## config.mk

```make
export PLATFORM = sky130hd
export DESIGN_NAME = shi_serial_host_interface
export DESIGN_NICKNAME = d
export VERILOG_FILES = /design/src/rtl/shi_pkg.sv /design/src/rtl/shi_serial_host_interface.sv
export SDC_FILE = /design/constraint.sdc
export NUM_CORES = 1
export LEC_CHECK = 0
export ABC_AREA = 1
export BUFFER_PORTS_ARGS = -buffer_cell sky130_fd_sc_hd__buf_4
export CAP_MARGIN = 10
export CORE_MARGIN = 3
export CORE_UTILIZATION = 50
export CTS_CLUSTER_SIZE = 8
export DETAILED_ROUTE_END_ITERATION = 10
export PLACE_DENSITY_LB_ADDON = 0.25
export REMOVE_ABC_BUFFERS = 1
export SKIP_LAST_GASP = 1
export SLEW_MARGIN = 20
export SYNTH_ARGS = -nofsm -noshare
export SYNTH_HDL_FRONTEND = slang
export SYNTH_SLANG_ARGS = --single-unit
```

## constraint.sdc

```tcl
create_clock -name mclk_i -period 8.7 [get_ports mclk_i]
set_clock_uncertainty 0.05 [all_clocks]
set_input_delay 0.435 -clock mclk_i [delete_from_list [all_inputs] [get_ports mclk_i]]
set_output_delay 0.435 -clock mclk_i [all_outputs]
set_load 0.05 [all_outputs]
```

## src/rtl/shi_pkg.sv

```systemverilog
package shi_pkg;
  localparam int SPI_FRAME_BITS = 24;
  localparam int SPI_RW_BIT = 23;
  localparam int SPI_ADDR_MSB = 22;
  localparam int SPI_ADDR_LSB = 16;
  localparam int SPI_DATA_MSB = 15;
  localparam logic [4:0] SPI_LAST_EDGE = 5'h17;
  localparam logic [3:0] I2C_ADDR_HI = 4'h9;
  localparam logic [7:0] I2C_GCALL_ADDR = 8'h00;
  localparam logic [7:0] I2C_GCALL_RESET = 8'h06;
  localparam logic [3:0] I2C_BYTE_END = 4'h8;
  localparam logic [1:0] IDX_CMD = 2'h0;
  localparam logic [1:0] IDX_MSB = 2'h1;
  localparam logic [1:0] IDX_LSB = 2'h2;
  localparam int PIN_W = 8;
  localparam logic [7:0] PIN_RESET = 8'h1f;
  localparam int PIN_SCLK = 0;
  localparam int PIN_SYNC = 1;
  localparam int PIN_SDI = 2;
  localparam int PIN_SCL = 3;
  localparam int PIN_SDA = 4;
  localparam int PIN_STRAP = 5;
  localparam int FIFO_DEPTH = 4;

  typedef enum logic [2:0] {
    PROTO_NONE = 3'b001,
    PROTO_SPI = 3'b010,
    PROTO_I2C = 3'b100
  } shi_proto_t;

  typedef enum logic [5:0] {
    I_IDLE = 6'b000001,
    I_ADDR = 6'b000010,
    I_ACK = 6'b000100,
    I_RX = 6'b001000,
    I_TX = 6'b010000,
    I_MACK = 6'b100000
  } shi_i2c_state_t;

  typedef struct packed {
    logic from_i2c;
    logic rw;
    logic [6:0] addr;
    logic [15:0] data;
  } shi_cmd_t;
endpackage

```

## src/rtl/shi_serial_host_interface.sv

```systemverilog
`timescale 1ns/10ps
`default_nettype none

module shi_fifo #(
  parameter int WIDTH = 25,
  parameter int DEPTH = 4
) (
  input wire logic mclk_i,
  input wire logic reset_i,
  input wire logic in_valid_i,
  output logic in_ready_o,
  input wire logic [WIDTH-1:0] in_data_i,
  output logic out_valid_o,
  input wire logic out_ready_i,
  output logic [WIDTH-1:0] out_data_o
);
  localparam int CW = $clog2(DEPTH + 1);
  logic [WIDTH-1:0] mem [DEPTH];
  logic [CW-1:0] count;
  logic [CW-1:0] next_count;
  logic [CW-1:0] wr_idx;
  logic push;
  logic pop;

  // Head always sits in slot 0 so the output is a flop
  assign push = in_valid_i & in_ready_o;
  assign pop = out_valid_o & out_ready_i;
  assign wr_idx = pop ? count - CW'(1) : count;
  assign next_count = count + CW'(push) - CW'(pop);
  assign out_data_o = mem[0];

  always_ff @(posedge mclk_i or posedge reset_i) begin
    if (reset_i) begin
      for (int i = 0; i < DEPTH; i++) begin
        mem[i] <= '0;
      end
    end else begin
      for (int i = 0; i < DEPTH; i++) begin
        if (push && CW'(i) == wr_idx) begin
          mem[i] <= in_data_i;
        end else if (pop) begin
          mem[i] <= mem[(i < DEPTH - 1) ? i + 1 : i];
        end
      end
    end
  end

  always_ff @(posedge mclk_i or posedge reset_i) begin
    if (reset_i) begin
      count <= '0;
      out_valid_o <= 1'b0;
      in_ready_o <= 1'b0;
    end else begin
      count <= next_count;
      out_valid_o <= next_count != '0;
      in_ready_o <= next_count != CW'(DEPTH);
    end
  end
endmodule

module shi_serial_host_interface #(
  parameter int FIFO_DEPTH = shi_pkg::FIFO_DEPTH
) (
  input wire logic mclk_i,
  input wire logic reset_i,
  input wire logic spi_sclk_i,
  input wire logic spi_sync_n_i,
  input wire logic spi_sdi_i,
  output logic spi_sdo_o,
  output logic spi_sdo_oe_o,
  input wire logic scl_i,
  output logic scl_o,
  output logic scl_oe_o,
  input wire logic sda_i,
  output logic sda_o,
  output logic sda_oe_o,
  input wire logic [2:0] address_strap_pin_i,
  input wire logic readback_output_enable_i,
  input wire logic readback_edge_select_i,
  input wire logic [15:0] rd_data_i,
  output logic [6:0] rd_addr_o,
  output var shi_pkg::shi_cmd_t cmd_data_o,
  output logic cmd_valid_o,
  input wire logic cmd_ready_i,
  output logic soft_reset_o,
  output var shi_pkg::shi_proto_t proto_o
);
  logic [shi_pkg::PIN_W-1:0] pin_raw;
  logic [shi_pkg::PIN_W-1:0] pin_s1;
  logic [shi_pkg::PIN_W-1:0] pin_s2;
  logic [shi_pkg::PIN_W-1:0] pin_s3;
  logic [shi_pkg::PIN_W-1:0] pin_f;
  logic [shi_pkg::PIN_W-1:0] pin_fp;
  logic sclk_fall, sclk_rise, sync_fall, sync_rise;
  logic scl_fall, scl_rise, scl_high, start_ev, stop_ev;
  logic spi_allowed, spi_act, frame_start, spi_done, spi_frame_ok;
  logic [4:0] spi_edge_cnt;
  logic spi_full, spi_rb_en, spi_rb_edge;
  logic [shi_pkg::SPI_FRAME_BITS-1:0] spi_in_sr;
  logic [shi_pkg::SPI_FRAME_BITS-1:0] spi_out_sr;
  logic prev_rw;
  logic [6:0] prev_addr;
  logic i2c_ok, byte_end, addr_match, gc_match, rx_ack, i2c_cmd_ld, i2c_lsb_ack;
  shi_pkg::shi_i2c_state_t i2c_st;
  logic [3:0] i2c_cnt;
  logic [7:0] i2c_sr, i2c_msb, i2c_tx, tx_next;
  logic [1:0] i2c_idx;
  logic [2:0] i2c_strap;
  logic i2c_read, i2c_gc, i2c_gc_arm, i2c_tx_lo;
  shi_pkg::shi_cmd_t push_data;
  logic push_valid, fifo_in_ready;

  function automatic logic fell(input logic prev, input logic cur);
    fell = prev & ~cur;
  endfunction

  // Three-stage synchroniser; a level is taken once stages two and three agree
  assign pin_raw = {address_strap_pin_i, sda_i, scl_i, spi_sdi_i, spi_sync_n_i, spi_sclk_i};
  always_ff @(posedge mclk_i or posedge reset_i) begin
    if (reset_i) begin
      pin_s1 <= shi_pkg::PIN_RESET;
      pin_s2 <= shi_pkg::PIN_RESET;
      pin_s3 <= shi_pkg::PIN_RESET;
      pin_f <= shi_pkg::PIN_RESET;
      pin_fp <= shi_pkg::PIN_RESET;
    end else begin
      pin_s1 <= pin_raw;
      pin_s2 <= pin_s1;
      pin_s3 <= pin_s2;
      pin_f <= (pin_s2 & pin_s3) | (pin_f & (pin_s2 ^ pin_s3));
      pin_fp <= pin_f;
    end
  end

  assign sclk_fall = fell(pin_fp[shi_pkg::PIN_SCLK], pin_f[shi_pkg::PIN_SCLK]);
  assign sclk_rise = fell(pin_f[shi_pkg::PIN_SCLK], pin_fp[shi_pkg::PIN_SCLK]);
  assign sync_fall = fell(pin_fp[shi_pkg::PIN_SYNC], pin_f[shi_pkg::PIN_SYNC]);
  assign sync_rise = fell(pin_f[shi_pkg::PIN_SYNC], pin_fp[shi_pkg::PIN_SYNC]);
  assign scl_fall = fell(pin_fp[shi_pkg::PIN_SCL], pin_f[shi_pkg::PIN_SCL]);
  assign scl_rise = fell(pin_f[shi_pkg::PIN_SCL], pin_fp[shi_pkg::PIN_SCL]);
  assign scl_high = pin_f[shi_pkg::PIN_SCL] & pin_fp[shi_pkg::PIN_SCL];
  assign start_ev = scl_high & fell(pin_fp[shi_pkg::PIN_SDA], pin_f[shi_pkg::PIN_SDA]);
  assign stop_ev = scl_high & fell(pin_f[shi_pkg::PIN_SDA], pin_fp[shi_pkg::PIN_SDA]);

  always_ff @(posedge mclk_i or posedge reset_i) begin
    if (reset_i) begin
      proto_o <= shi_pkg::PROTO_NONE;
    end else if (proto_o == shi_pkg::PROTO_NONE) begin
      if (sync_fall) begin
        proto_o <= shi_pkg::PROTO_SPI;
      end else if (start_ev) begin
        proto_o <= shi_pkg::PROTO_I2C;
      end
    end
  end

  // SPI side: frame select high blocks clock and data
  assign spi_allowed = proto_o != shi_pkg::PROTO_I2C;
  assign spi_act = spi_allowed & ~pin_f[shi_pkg::PIN_SYNC];
  assign frame_start = spi_allowed & sync_fall;
  assign spi_frame_ok = spi_full & (~spi_rb_en | (spi_edge_cnt == '0));
  assign spi_done = spi_allowed & sync_rise & spi_frame_ok;

  always_ff @(posedge mclk_i or posedge reset_i) begin
    if (reset_i) begin
      spi_edge_cnt <= '0;
      spi_full <= 1'b0;
      spi_rb_en <= 1'b0;
      spi_rb_edge <= 1'b0;
      spi_in_sr <= '0;
      spi_out_sr <= '0;
    end else if (frame_start) begin
      spi_edge_cnt <= '0;
      spi_full <= 1'b0;
      spi_rb_en <= readback_output_enable_i;
      spi_rb_edge <= readback_edge_select_i;
      spi_out_sr <= {prev_rw, prev_addr, rd_data_i};
    end else if (spi_act) begin
      if (sclk_fall) begin
        if (spi_edge_cnt == shi_pkg::SPI_LAST_EDGE) begin
          spi_edge_cnt <= '0;
          spi_full <= 1'b1;
        end else begin
          spi_edge_cnt <= spi_edge_cnt + 5'h01;
        end
        // Three-wire keeps the first 24 bits, four-wire the last 24
        if (spi_rb_en | ~spi_full) begin
          spi_in_sr <= {spi_in_sr[shi_pkg::SPI_FRAME_BITS-2:0], pin_f[shi_pkg::PIN_SDI]};
        end
      end
      // Output shifts on the chosen edge and refills from the input, forming the chain
      if (spi_rb_edge & sclk_fall) begin
        spi_out_sr <= {spi_out_sr[shi_pkg::SPI_FRAME_BITS-2:0], pin_f[shi_pkg::PIN_SDI]};
      end else if (~spi_rb_edge & sclk_rise) begin
        spi_out_sr <= {spi_out_sr[shi_pkg::SPI_FRAME_BITS-2:0], spi_in_sr[0]};
      end
    end
  end

  assign spi_sdo_o = spi_out_sr[shi_pkg::SPI_RW_BIT];

  always_ff @(posedge mclk_i or posedge reset_i) begin
    if (reset_i) begin
      spi_sdo_oe_o <= 1'b0;
      prev_rw <= 1'b0;
      prev_addr <= '0;
    end else begin
      spi_sdo_oe_o <= spi_act & readback_output_enable_i;
      if (spi_done) begin
        prev_rw <= spi_in_sr[shi_pkg::SPI_RW_BIT];
        prev_addr <= spi_in_sr[shi_pkg::SPI_ADDR_MSB:shi_pkg::SPI_ADDR_LSB];
      end
    end
  end

  // I2C target side
  assign i2c_ok = proto_o != shi_pkg::PROTO_SPI;
  assign byte_end = scl_fall & (i2c_cnt == shi_pkg::I2C_BYTE_END);
  assign addr_match = i2c_sr[7:1] == {shi_pkg::I2C_ADDR_HI, i2c_strap};
  assign gc_match = i2c_sr == shi_pkg::I2C_GCALL_ADDR;
  assign rx_ack = i2c_gc ? (i2c_sr == shi_pkg::I2C_GCALL_RESET) :
                  ((i2c_idx != shi_pkg::IDX_LSB) | fifo_in_ready);
  assign i2c_cmd_ld = byte_end & (i2c_st == shi_pkg::I_RX) & ~i2c_gc &
                      (i2c_idx == shi_pkg::IDX_CMD);
  assign i2c_lsb_ack = byte_end & (i2c_st == shi_pkg::I_RX) & ~i2c_gc &
                       (i2c_idx == shi_pkg::IDX_LSB) & fifo_in_ready;
  assign tx_next = i2c_tx_lo ? rd_data_i[7:0] : rd_data_i[15:8];

  always_ff @(posedge mclk_i or posedge reset_i) begin
    if (reset_i) begin
      i2c_st <= shi_pkg::I_IDLE;
      i2c_cnt <= '0;
      i2c_sr <= '0;
      i2c_msb <= '0;
      i2c_tx <= '0;
      i2c_idx <= shi_pkg::IDX_CMD;
      i2c_strap <= '0;
      i2c_read <= 1'b0;
      i2c_gc <= 1'b0;
      i2c_gc_arm <= 1'b0;
      i2c_tx_lo <= 1'b0;
      sda_oe_o <= 1'b0;
      soft_reset_o <= 1'b0;
    end else begin
      soft_reset_o <= 1'b0;
      if (~i2c_ok | stop_ev) begin
        i2c_st <= shi_pkg::I_IDLE;
        sda_oe_o <= 1'b0;
      end else if (start_ev) begin
        i2c_st <= shi_pkg::I_ADDR;
        i2c_cnt <= '0;
        i2c_idx <= shi_pkg::IDX_CMD;
        i2c_gc <= 1'b0;
        i2c_gc_arm <= 1'b0;
        i2c_strap <= pin_f[shi_pkg::PIN_STRAP +: 3];
        sda_oe_o <= 1'b0;
      end else begin
        case (i2c_st)
          shi_pkg::I_ADDR, shi_pkg::I_RX: begin
            if (scl_rise) begin
              i2c_sr <= {i2c_sr[6:0], pin_f[shi_pkg::PIN_SDA]};
              i2c_cnt <= i2c_cnt + 4'h1;
            end else if (byte_end) begin
              i2c_cnt <= '0;
              if (i2c_st == shi_pkg::I_ADDR) begin
                if (addr_match | gc_match) begin
                  i2c_st <= shi_pkg::I_ACK;
                  sda_oe_o <= 1'b1;
                  i2c_read <= i2c_sr[0] & addr_match;
                  i2c_gc <= gc_match;
                  i2c_tx_lo <= 1'b0;
                end else begin
                  i2c_st <= shi_pkg::I_IDLE;
                end
              end else begin
                i2c_st <= shi_pkg::I_ACK;
                sda_oe_o <= rx_ack;
                if (i2c_gc) begin
                  i2c_gc_arm <= rx_ack;
                end else if (i2c_idx == shi_pkg::IDX_CMD) begin
                  i2c_idx <= shi_pkg::IDX_MSB;
                end else if (i2c_idx == shi_pkg::IDX_MSB) begin
                  i2c_msb <= i2c_sr;
                  i2c_idx <= shi_pkg::IDX_LSB;
                end else if (rx_ack) begin
                  i2c_idx <= shi_pkg::IDX_MSB;
                end
              end
            end
          end
          shi_pkg::I_ACK: begin
            if (scl_rise & i2c_gc_arm) begin
              soft_reset_o <= 1'b1;
              i2c_gc_arm <= 1'b0;
            end else if (scl_fall) begin
              if (i2c_read) begin
                i2c_st <= shi_pkg::I_TX;
                sda_oe_o <= ~tx_next[7];
                i2c_tx <= {tx_next[6:0], 1'b0};
                i2c_tx_lo <= ~i2c_tx_lo;
                i2c_cnt <= 4'h1;
              end else begin
                i2c_st <= shi_pkg::I_RX;
                sda_oe_o <= 1'b0;
              end
            end
          end
          shi_pkg::I_TX: begin
            if (scl_fall) begin
              if (i2c_cnt == shi_pkg::I2C_BYTE_END) begin
                i2c_st <= shi_pkg::I_MACK;
                sda_oe_o <= 1'b0;
                i2c_cnt <= '0;
              end else begin
                sda_oe_o <= ~i2c_tx[7];
                i2c_tx <= {i2c_tx[6:0], 1'b0};
                i2c_cnt <= i2c_cnt + 4'h1;
              end
            end
          end
          shi_pkg::I_MACK: begin
            if (scl_rise & pin_f[shi_pkg::PIN_SDA]) begin
              i2c_st <= shi_pkg::I_IDLE;
            end else if (scl_fall) begin
              i2c_st <= shi_pkg::I_TX;
              sda_oe_o <= ~tx_next[7];
              i2c_tx <= {tx_next[6:0], 1'b0};
              i2c_tx_lo <= ~i2c_tx_lo;
              i2c_cnt <= 4'h1;
            end
          end
          default: begin
            i2c_st <= shi_pkg::I_IDLE;
          end
        endcase
      end
    end
  end

  // Lines are only pulled low; the clock is never held
  always_ff @(posedge mclk_i or posedge reset_i) begin
    if (reset_i) begin
      scl_o <= 1'b0;
      scl_oe_o <= 1'b0;
      sda_o <= 1'b0;
    end else begin
      scl_o <= 1'b0;
      scl_oe_o <= 1'b0;
      sda_o <= 1'b0;
    end
  end

  always_ff @(posedge mclk_i or posedge reset_i) begin
    if (reset_i) begin
      rd_addr_o <= '0;
    end else if (spi_done) begin
      rd_addr_o <= spi_in_sr[shi_pkg::SPI_ADDR_MSB:shi_pkg::SPI_ADDR_LSB];
    end else if (i2c_cmd_ld) begin
      rd_addr_o <= i2c_sr[6:0];
    end
  end

  // A full buffer drops the SPI frame and refuses the I2C low data byte
  always_ff @(posedge mclk_i or posedge reset_i) begin
    if (reset_i) begin
      push_valid <= 1'b0;
      push_data <= '0;
    end else begin
      push_valid <= (spi_done & fifo_in_ready) | i2c_lsb_ack;
      if (spi_done) begin
        push_data <= shi_pkg::shi_cmd_t'{from_i2c: 1'b0,
          rw: spi_in_sr[shi_pkg::SPI_RW_BIT],
          addr: spi_in_sr[shi_pkg::SPI_ADDR_MSB:shi_pkg::SPI_ADDR_LSB],
          data: spi_in_sr[shi_pkg::SPI_DATA_MSB:0]};
      end else if (i2c_lsb_ack) begin
        push_data <= shi_pkg::shi_cmd_t'{from_i2c: 1'b1, rw: 1'b0, addr: rd_addr_o,
          data: {i2c_msb, i2c_sr}};
      end
    end
  end

  shi_fifo #(
    .WIDTH($bits(shi_pkg::shi_cmd_t)),
    .DEPTH(FIFO_DEPTH)
  ) u_fifo (
    .mclk_i(mclk_i),
    .reset_i(reset_i),
    .in_valid_i(push_valid),
    .in_ready_o(fifo_in_ready),
    .in_data_i(push_data),
    .out_valid_o(cmd_valid_o),
    .out_ready_i(cmd_ready_i),
    .out_data_o(cmd_data_o)
  );

  property p_sdo_off;
    @(posedge mclk_i) disable iff (reset_i) pin_f[shi_pkg::PIN_SYNC] |=> !spi_sdo_oe_o;
  endproperty
  a_sdo_off: assert property (p_sdo_off) else $error("sdo driven with select high");

  property p_sdo_needs_en;
    @(posedge mclk_i) disable iff (reset_i) spi_sdo_oe_o |-> $past(readback_output_enable_i);
  endproperty
  a_sdo_needs_en: assert property (p_sdo_needs_en) else $error("sdo without enable");

  property p_spi_whole;
    @(posedge mclk_i) disable iff (reset_i)
      (push_valid && !push_data.from_i2c && $past(spi_rb_en)) |-> $past(spi_edge_cnt) == '0;
  endproperty
  a_spi_whole: assert property (p_spi_whole) else $error("partial frame accepted");

  property p_spi_full;
    @(posedge mclk_i) disable iff (reset_i) (push_valid && !push_data.from_i2c) |-> $past(spi_full);
  endproperty
  a_spi_full: assert property (p_spi_full) else $error("short frame accepted");

  property p_echo;
    @(posedge mclk_i) disable iff (reset_i)
      frame_start |=> spi_out_sr[shi_pkg::SPI_RW_BIT:shi_pkg::SPI_ADDR_LSB] ==
        $past({prev_rw, prev_addr});
  endproperty
  a_echo: assert property (p_echo) else $error("echo header wrong");

  property p_open_drain;
    @(posedge mclk_i) disable iff (reset_i) sda_oe_o |-> (!sda_o && !scl_oe_o);
  endproperty
  a_open_drain: assert property (p_open_drain) else $error("line driven high");

  property p_ack_hold;
    @(posedge mclk_i) disable iff (reset_i)
      (i2c_st == shi_pkg::I_ACK && sda_oe_o && pin_f[shi_pkg::PIN_SCL] && !start_ev && !stop_ev)
        |=> sda_oe_o;
  endproperty
  a_ack_hold: assert property (p_ack_hold) else $error("ack released while scl high");

  property p_tx_stable;
    @(posedge mclk_i) disable iff (reset_i)
      (i2c_st == shi_pkg::I_TX && pin_f[shi_pkg::PIN_SCL] && !start_ev && !stop_ev)
        |=> $stable(sda_oe_o);
  endproperty
  a_tx_stable: assert property (p_tx_stable) else $error("sda changed while scl high");

  property p_stop;
    @(posedge mclk_i) disable iff (reset_i)
      (i2c_ok && stop_ev) |=> (i2c_st == shi_pkg::I_IDLE && !sda_oe_o);
  endproperty
  a_stop: assert property (p_stop) else $error("stop did not release bus");

  property p_start;
    @(posedge mclk_i) disable iff (reset_i)
      (i2c_ok && start_ev) |=> i2c_st == shi_pkg::I_ADDR;
  endproperty
  a_start: assert property (p_start) else $error("start not taken");

  property p_no_match;
    @(posedge mclk_i) disable iff (reset_i)
      (i2c_ok && i2c_st == shi_pkg::I_ADDR && byte_end && !addr_match && !gc_match)
        |=> (i2c_st == shi_pkg::I_IDLE && !sda_oe_o);
  endproperty
  a_no_match: assert property (p_no_match) else $error("foreign address acknowledged");

  property p_gc_reset;
    @(posedge mclk_i) disable iff (reset_i)
      soft_reset_o |-> ($past(i2c_st) == shi_pkg::I_ACK && $past(i2c_gc) && $past(scl_rise));
  endproperty
  a_gc_reset: assert property (p_gc_reset) else $error("reset outside general call ack");

  property p_lock;
    @(posedge mclk_i) disable iff (reset_i) (proto_o != shi_pkg::PROTO_NONE) |=> $stable(proto_o);
  endproperty
  a_lock: assert property (p_lock) else $error("protocol changed after lock");
endmodule

`default_nettype wire

```

## Word-level counts from Yosys, hierarchy flattened

Index checks and enable logic that the tools add are counted.

- Output and inout bits: 43
- Input port bits: 29
- Register bits after elaboration: 288
- Logic and storage cells: 321

- Muxes and demuxes: 110
- Equality and inequality tests: 55
- Bitwise logic cells: 63
- Add/sub/neg operators: 5
- Reductions and logical operators: 47

Operators by type and width:

| operator | number |
|---|---|
| $mux W25 | 8 |
| $mux W24 | 4 |
| $mux W6 | 11 |
| $mux W8 | 8 |
| $mux W1 | 43 |
| $mux W4 | 10 |
| $ne A3 B3 Y1 const B | 13 |
| $ne A4 B4 Y1 const B | 9 |
| $and A1 B1 Y1 | 31 |
| $ne A2 B2 Y1 const B | 14 |
| $reduce_and A7 Y1 | 4 |
| $reduce_and A9 Y1 | 3 |
| $reduce_bool A2 Y1 | 13 |
| $mux W5 | 5 |
| $pmux W6 S4 | 1 |
| $pmux W8 S3 | 1 |
| $not A1 Y1 | 22 |
| $mux W2 | 9 |
| $and A8 B8 Y8 | 2 |
| $pmux W4 S4 | 1 |
| $reduce_bool A3 Y1 | 5 |
| $mux W7 | 2 |
| $mux W3 | 4 |
| $reduce_and A12 Y1 | 1 |
| other kinds (42) | 56 |

## Logic depth before layout (Yosys ltp)

- Depth after elaboration: 12
- Mapped depth: 12
- Mapped depth without buffers: 12

## By module

A second synthesis with hierarchy kept.

- Cells, all modules: 1700
- Area total of the unflattened synthesis: 13957.1 µm²

By module, submodules not included:

| module | area an instance (µm²) | sequential area each (µm²) | instances | cells an instance |
|---|---|---|---|---|
| shi_serial_host_interface | 8255.4 | 4561.9 | 1 | 945 |
| shi_fifo | 5701.7 | 2627.5 | 1 | 755 |

## Worst setup path after synthesis

OpenSTA, ideal clock, no wires.

- Path type: register to register
- Start point: register u_fifo.out_valid_o
- End point: register u_fifo.out_valid_o
- Setup slack: 6024 ps
- Data arrival time: 2499 ps
- Clock period less this slack: 2676 ps
- Cell stages (with the launch flop): 12
- Cells stage by stage: dfrtp_1 > nand2_2 > inv_2 > clkbuf_1 > ha_1 > inv_1 > ha_1 > inv_1 > fa_1 > xnor2_1 > xnor2_1 > nand3b_1

- Cells in the longest elaborated chain, start to end: 3

RTL lines:

| item | RTL line | source |
|---|---|---|
| from (decl) | shi_serial_host_interface.sv:13 | `output logic out_valid_o,` |
| from (signal assigned) | shi_serial_host_interface.sv:51 | `out_valid_o <= 1'b0;` |
| from (signal assigned) | shi_serial_host_interface.sv:55 | `out_valid_o <= next_count != '0;` |
| $and A1 B1 Y1 | shi_serial_host_interface.sv:27 | `assign pop = out_valid_o & out_ready_i;` |
| $sub A3 B1 Y3 | shi_serial_host_interface.sv:29 | `assign next_count = count + CW'(push) - CW'(pop);` |
| named net u_fifo.next_count[2] | shi_serial_host_interface.sv:20 | `logic [CW-1:0] next_count;` |
| $reduce_bool A3 Y1 | shi_serial_host_interface.sv:55 |  |

The timed path passes the listed nets, and every way through them passes these cells.
A chain may end at the register's enable or synchronous reset.

## Worst setup path after layout

- Start point: register u_fifo.out_valid_o
- End point: register u_fifo.in_ready_o

- Cells in the longest elaborated chain, start to end: 3

RTL lines:

| item | RTL line | source |
|---|---|---|
| $and A1 B1 Y1 | shi_serial_host_interface.sv:27 |  |
| $sub A3 B1 Y3 | shi_serial_host_interface.sv:29 |  |
| named net u_fifo.next_count[2] | shi_serial_host_interface.sv:20 |  |
| $ne A3 B3 Y1 | shi_serial_host_interface.sv:56 | `in_ready_o <= next_count != CW'(DEPTH);` |
| to (signal assigned) | shi_serial_host_interface.sv:56 |  |
| to (decl) | shi_serial_host_interface.sv:11 | `output logic in_ready_o,` |

The timed path passes the listed nets, and every way through them passes these cells.

==> impl_metrics.tcl <==
set metrics [dict create \
    period_share_pct 32.7 \
    io_pins 72 \
    p_leak_nw 6.88 \
    antenna_found_initial 0 \
    whs_endpoint "spi_rb_edge" \
    grt_busiest_layer "met2" \
    rrSetupSlack_ns 5.85 \
    initial_utilization_pct 51.4 \
    coreArea_um2 25400 \
    vdd_drop_max_mv 0.156 \
    internal-power_mw 2.45 \
    grt_pass1_vias 9715 \
    clockBufferDepth 3 \
    worstReg2RegStart "u_fifo.out_valid_o" \
    syn2layout_area_growth_pct 13.3 \
    row_count 58 \
    synth_cell_type_count 48 \
    hold_slack_ns 0.0887 \
    post_drt_wl_per_cell_um 14.7 \
    die_h_um 168 \
    yosysWarnings 0 \
    syn_area_um2 13100 \
    rsz0062_at_grt "no" \
    root_buffer "clkbuf_16" \
    synth.avg_cell_area_um2 8.82 \
    cp-start-kind "register" \
    vias 10100 \
    clkTransAtPathRegs_ns 0.05 \
    drc 0 \
    vias_per_cell 5.42 \
    synthCells 1481 \
    finalHoldViolCount 0 \
    seq_power_share_pct 45.9 \
    globalRouteMet2Util_pct 31.2 \
    dp_hpwl_um 17200 \
    whs_path_depth 3 \
    required_ns 9.04 \
    setup_tns_ns 0 \
    postCtsSetupBuffers 0 \
    ys_async_sr_fraction_pct 100 \
    drt_iter0_drc 848 \
    final_max_slew_viol_count 0 \
    gr-total-overflow 0 \
    dr.pass1.iters 5 \
    max_freq_ghz 0.351 \
    status "finished, final reports clean" \
    drv_cap 0 \
    r2r-end "u_fifo.in_ready_o" \
    synthFlopType "dfrtp_1" \
    rr_worst_depth 11 \
    dpl_cell_area_um2 13600 \
    p_per_area_nw_per_um2 223 \
    gr-usage-met3_pct 3.16 \
    tightest_slew_ns 0.908 \
    worstSetupPathType "register to register" \
    diodes 0 \
    ys_seq_elements 286 \
    htreeDepth 2 \
    gp_congestion 0.865 \
    final_area_um2 14800 \
    switching_share_pct 25.9 \
    ant_nets 0 \
    synth-edff-count 0 \
    cts_buffers 41 \
    fin_nets 1559 \
    hold_path_class "input port to register" \
    use_met1_pct 28.5 \
    relSlewSlack_pct 39.4 \
    final-setup-viol-count 0 \
    grt_pass1_wl_um 47400 \
    die_w_um 168 \
    grt_use_total_pct 19.7 \
    critPathCaptureType "register" \
    clockPowerShare_pct 42.7 \
    yosysSeqAreaShare_pct 55.0 \
    cp.arrival_ns 3.18 \
    p_comb_share_pct 11.5 \
    wl_um 27200 \
    grt_max_degree 148 \
    cts_tree "done" \
    clkLatencyLatePin_ns 0.52 \
    die_area_um2 28100 \
    portBuffers 68 \
    numClockSinks 286 \
    worst_hold_startpoint "readback_edge_select_i" \
    layout-drive-gt1-share_pct 12.4 \
    path_max_fanout 78 \
    min_period_ns 2.85 \
    p_sw_mw 0.856 \
]
## flip-flops by register name (all words and copies together), names as in the netlist, 4 cells and up
signal / cells
u_fifo.mem: 75
push_data: 25
u_fifo.out_data_o: 25
spi_in_sr: 24
spi_out_sr: 24
i2c_msb: 8
i2c_sr: 8
pin_f: 8
pin_s1: 8
pin_s2: 8
pin_s3: 8
i2c_tx: 7
prev_addr: 7
rd_addr_o: 7
i2c_st: 6
spi_edge_cnt: 5
i2c_cnt: 4
pin_fp: 4
## layout by cell type (no fill, tap or decap), types with 4 or more instances in the layout
master,count
dfstp_2,26
nand2_1,343
o22ai_1,4
nor2_2,7
ha_1,15
inv_2,5
a21oi_1,18
nor3_1,8
buf_4,79
o21ai_0,161
nand3_1,193
o211ai_1,77
nand3_2,7
nand4_1,4
nor2_1,67
clkbuf_1,13
clkbuf_16,42
nand2_2,5
dfrtp_1,260
o21ai_1,6
inv_1,129
dlygate4sd3_1,9
a21o_1,8
mux2i_1,6
## kinds of logic (layout without fill, tap and decap cells)
family,Yosys count,count (layout),synth area share (%)
simple gates,645,645,21.5
flops,286,286,55.0
compound gates,281,281,12.7
buf+inv,239,284,8.17
fa+ha+maj,16,16,1.59
mux,7,7,0.546
xor+xnor,6,6,0.460
other cells,1,3,0.0287
## worst max-delay path, stage by stage, from the launching register on
cell     delay, ns
dfrtp_1       0.38
nand2_2       0.07
buf_4         0.61
inv_2         0.12
ha_1          0.34
inv_1         0.08
ha_1          0.15
inv_1         0.05
fa_1          0.40
xnor2_1       0.18
xnor2_1       0.17
nand3_1       0.10
## how the worst max path moves through the flow
stage | startpoint | to | slack [ns] | depth (start not counted)
floorplan | reset_i | i2c_cnt[0] | 0.37 | 1
global placement | cmd_ready_i | u_fifo.out_valid_o | 5.74 | 12
detailed placement | cmd_ready_i | u_fifo.in_ready_o | 5.69 | 12
CTS | u_fifo.out_valid_o | u_fifo.in_ready_o | 5.82 | 11
global route | u_fifo.out_valid_o | u_fifo.mem[45] | 5.61 | 10
finish | u_fifo.out_valid_o | u_fifo.in_ready_o | 5.85 | 11
## cell usage after synthesis, types with 8 or more instances
cell      count  area (um^2)
nand2_1     343         1290
dfrtp_1     260         6510
nand3_1     196          981
o21ai_0     161          806
inv_1       130          488
o211ai_1     77          578
nor2_1       67          251
buf_2        32          160
buf_4        30          225
clkbuf_1     30          113
dfstp_2      26          683
a21oi_1      18         90.1
ha_1         15          188
a21o_1        8         60.1
nor3_1        8         40.0
## power by group through the flow
stage	combinational, mW	sequential (mW)	clock [mW]
global route	0.434	1.53	1.51
global placement	0.365	1.53	0
detailed placement	0.375	1.54	0
floorplan	0.250	1.54	0
CTS	0.382	1.52	1.45
finish	0.379	1.52	1.41
## stage by stage
step | std cells | worst slack, ns | total power, mW | util (%)
6_report | 1858 | 5.85 | 3.31 | 58.3
5_1_grt | 1858 | 5.61 | 3.48 | 58.3
4_1_cts | 1856 | 5.82 | 3.35 | 58.1
2_1_floorplan | 1382 | 0.366 | 1.79 | -
3_3_place_gp | 1791 | 5.74 | 1.90 | 53.4
3_5_place_dp | 1791 | 5.69 | 1.91 | 53.4
## cell type report
| cell class | count | area [um^2] |
|---|---|---|
| repair buffers | 89 | 711 |
| clock inverters | 1 | 16.3 |
| fillers | 2269 | 10600 |
| flip-flops and latches | 286 | 7190 |
| multi-input cells | 958 | 4830 |
| well taps | 330 | 413 |
| clock buffers | 56 | 1110 |
| inverters | 138 | 528 |
## layer usage
layer	wire, um	vias up
met5	0	-
met4	519	0
met3	1140	45
met2	12600	216
met1	13000	4863
li1	-	4946
## timing repair
action	in CTS	in global routing
resized for setup	0	0
endpoints found under the hold margin	8	48
hold buffers	8	1
Power figures use the tool's default switching activity.
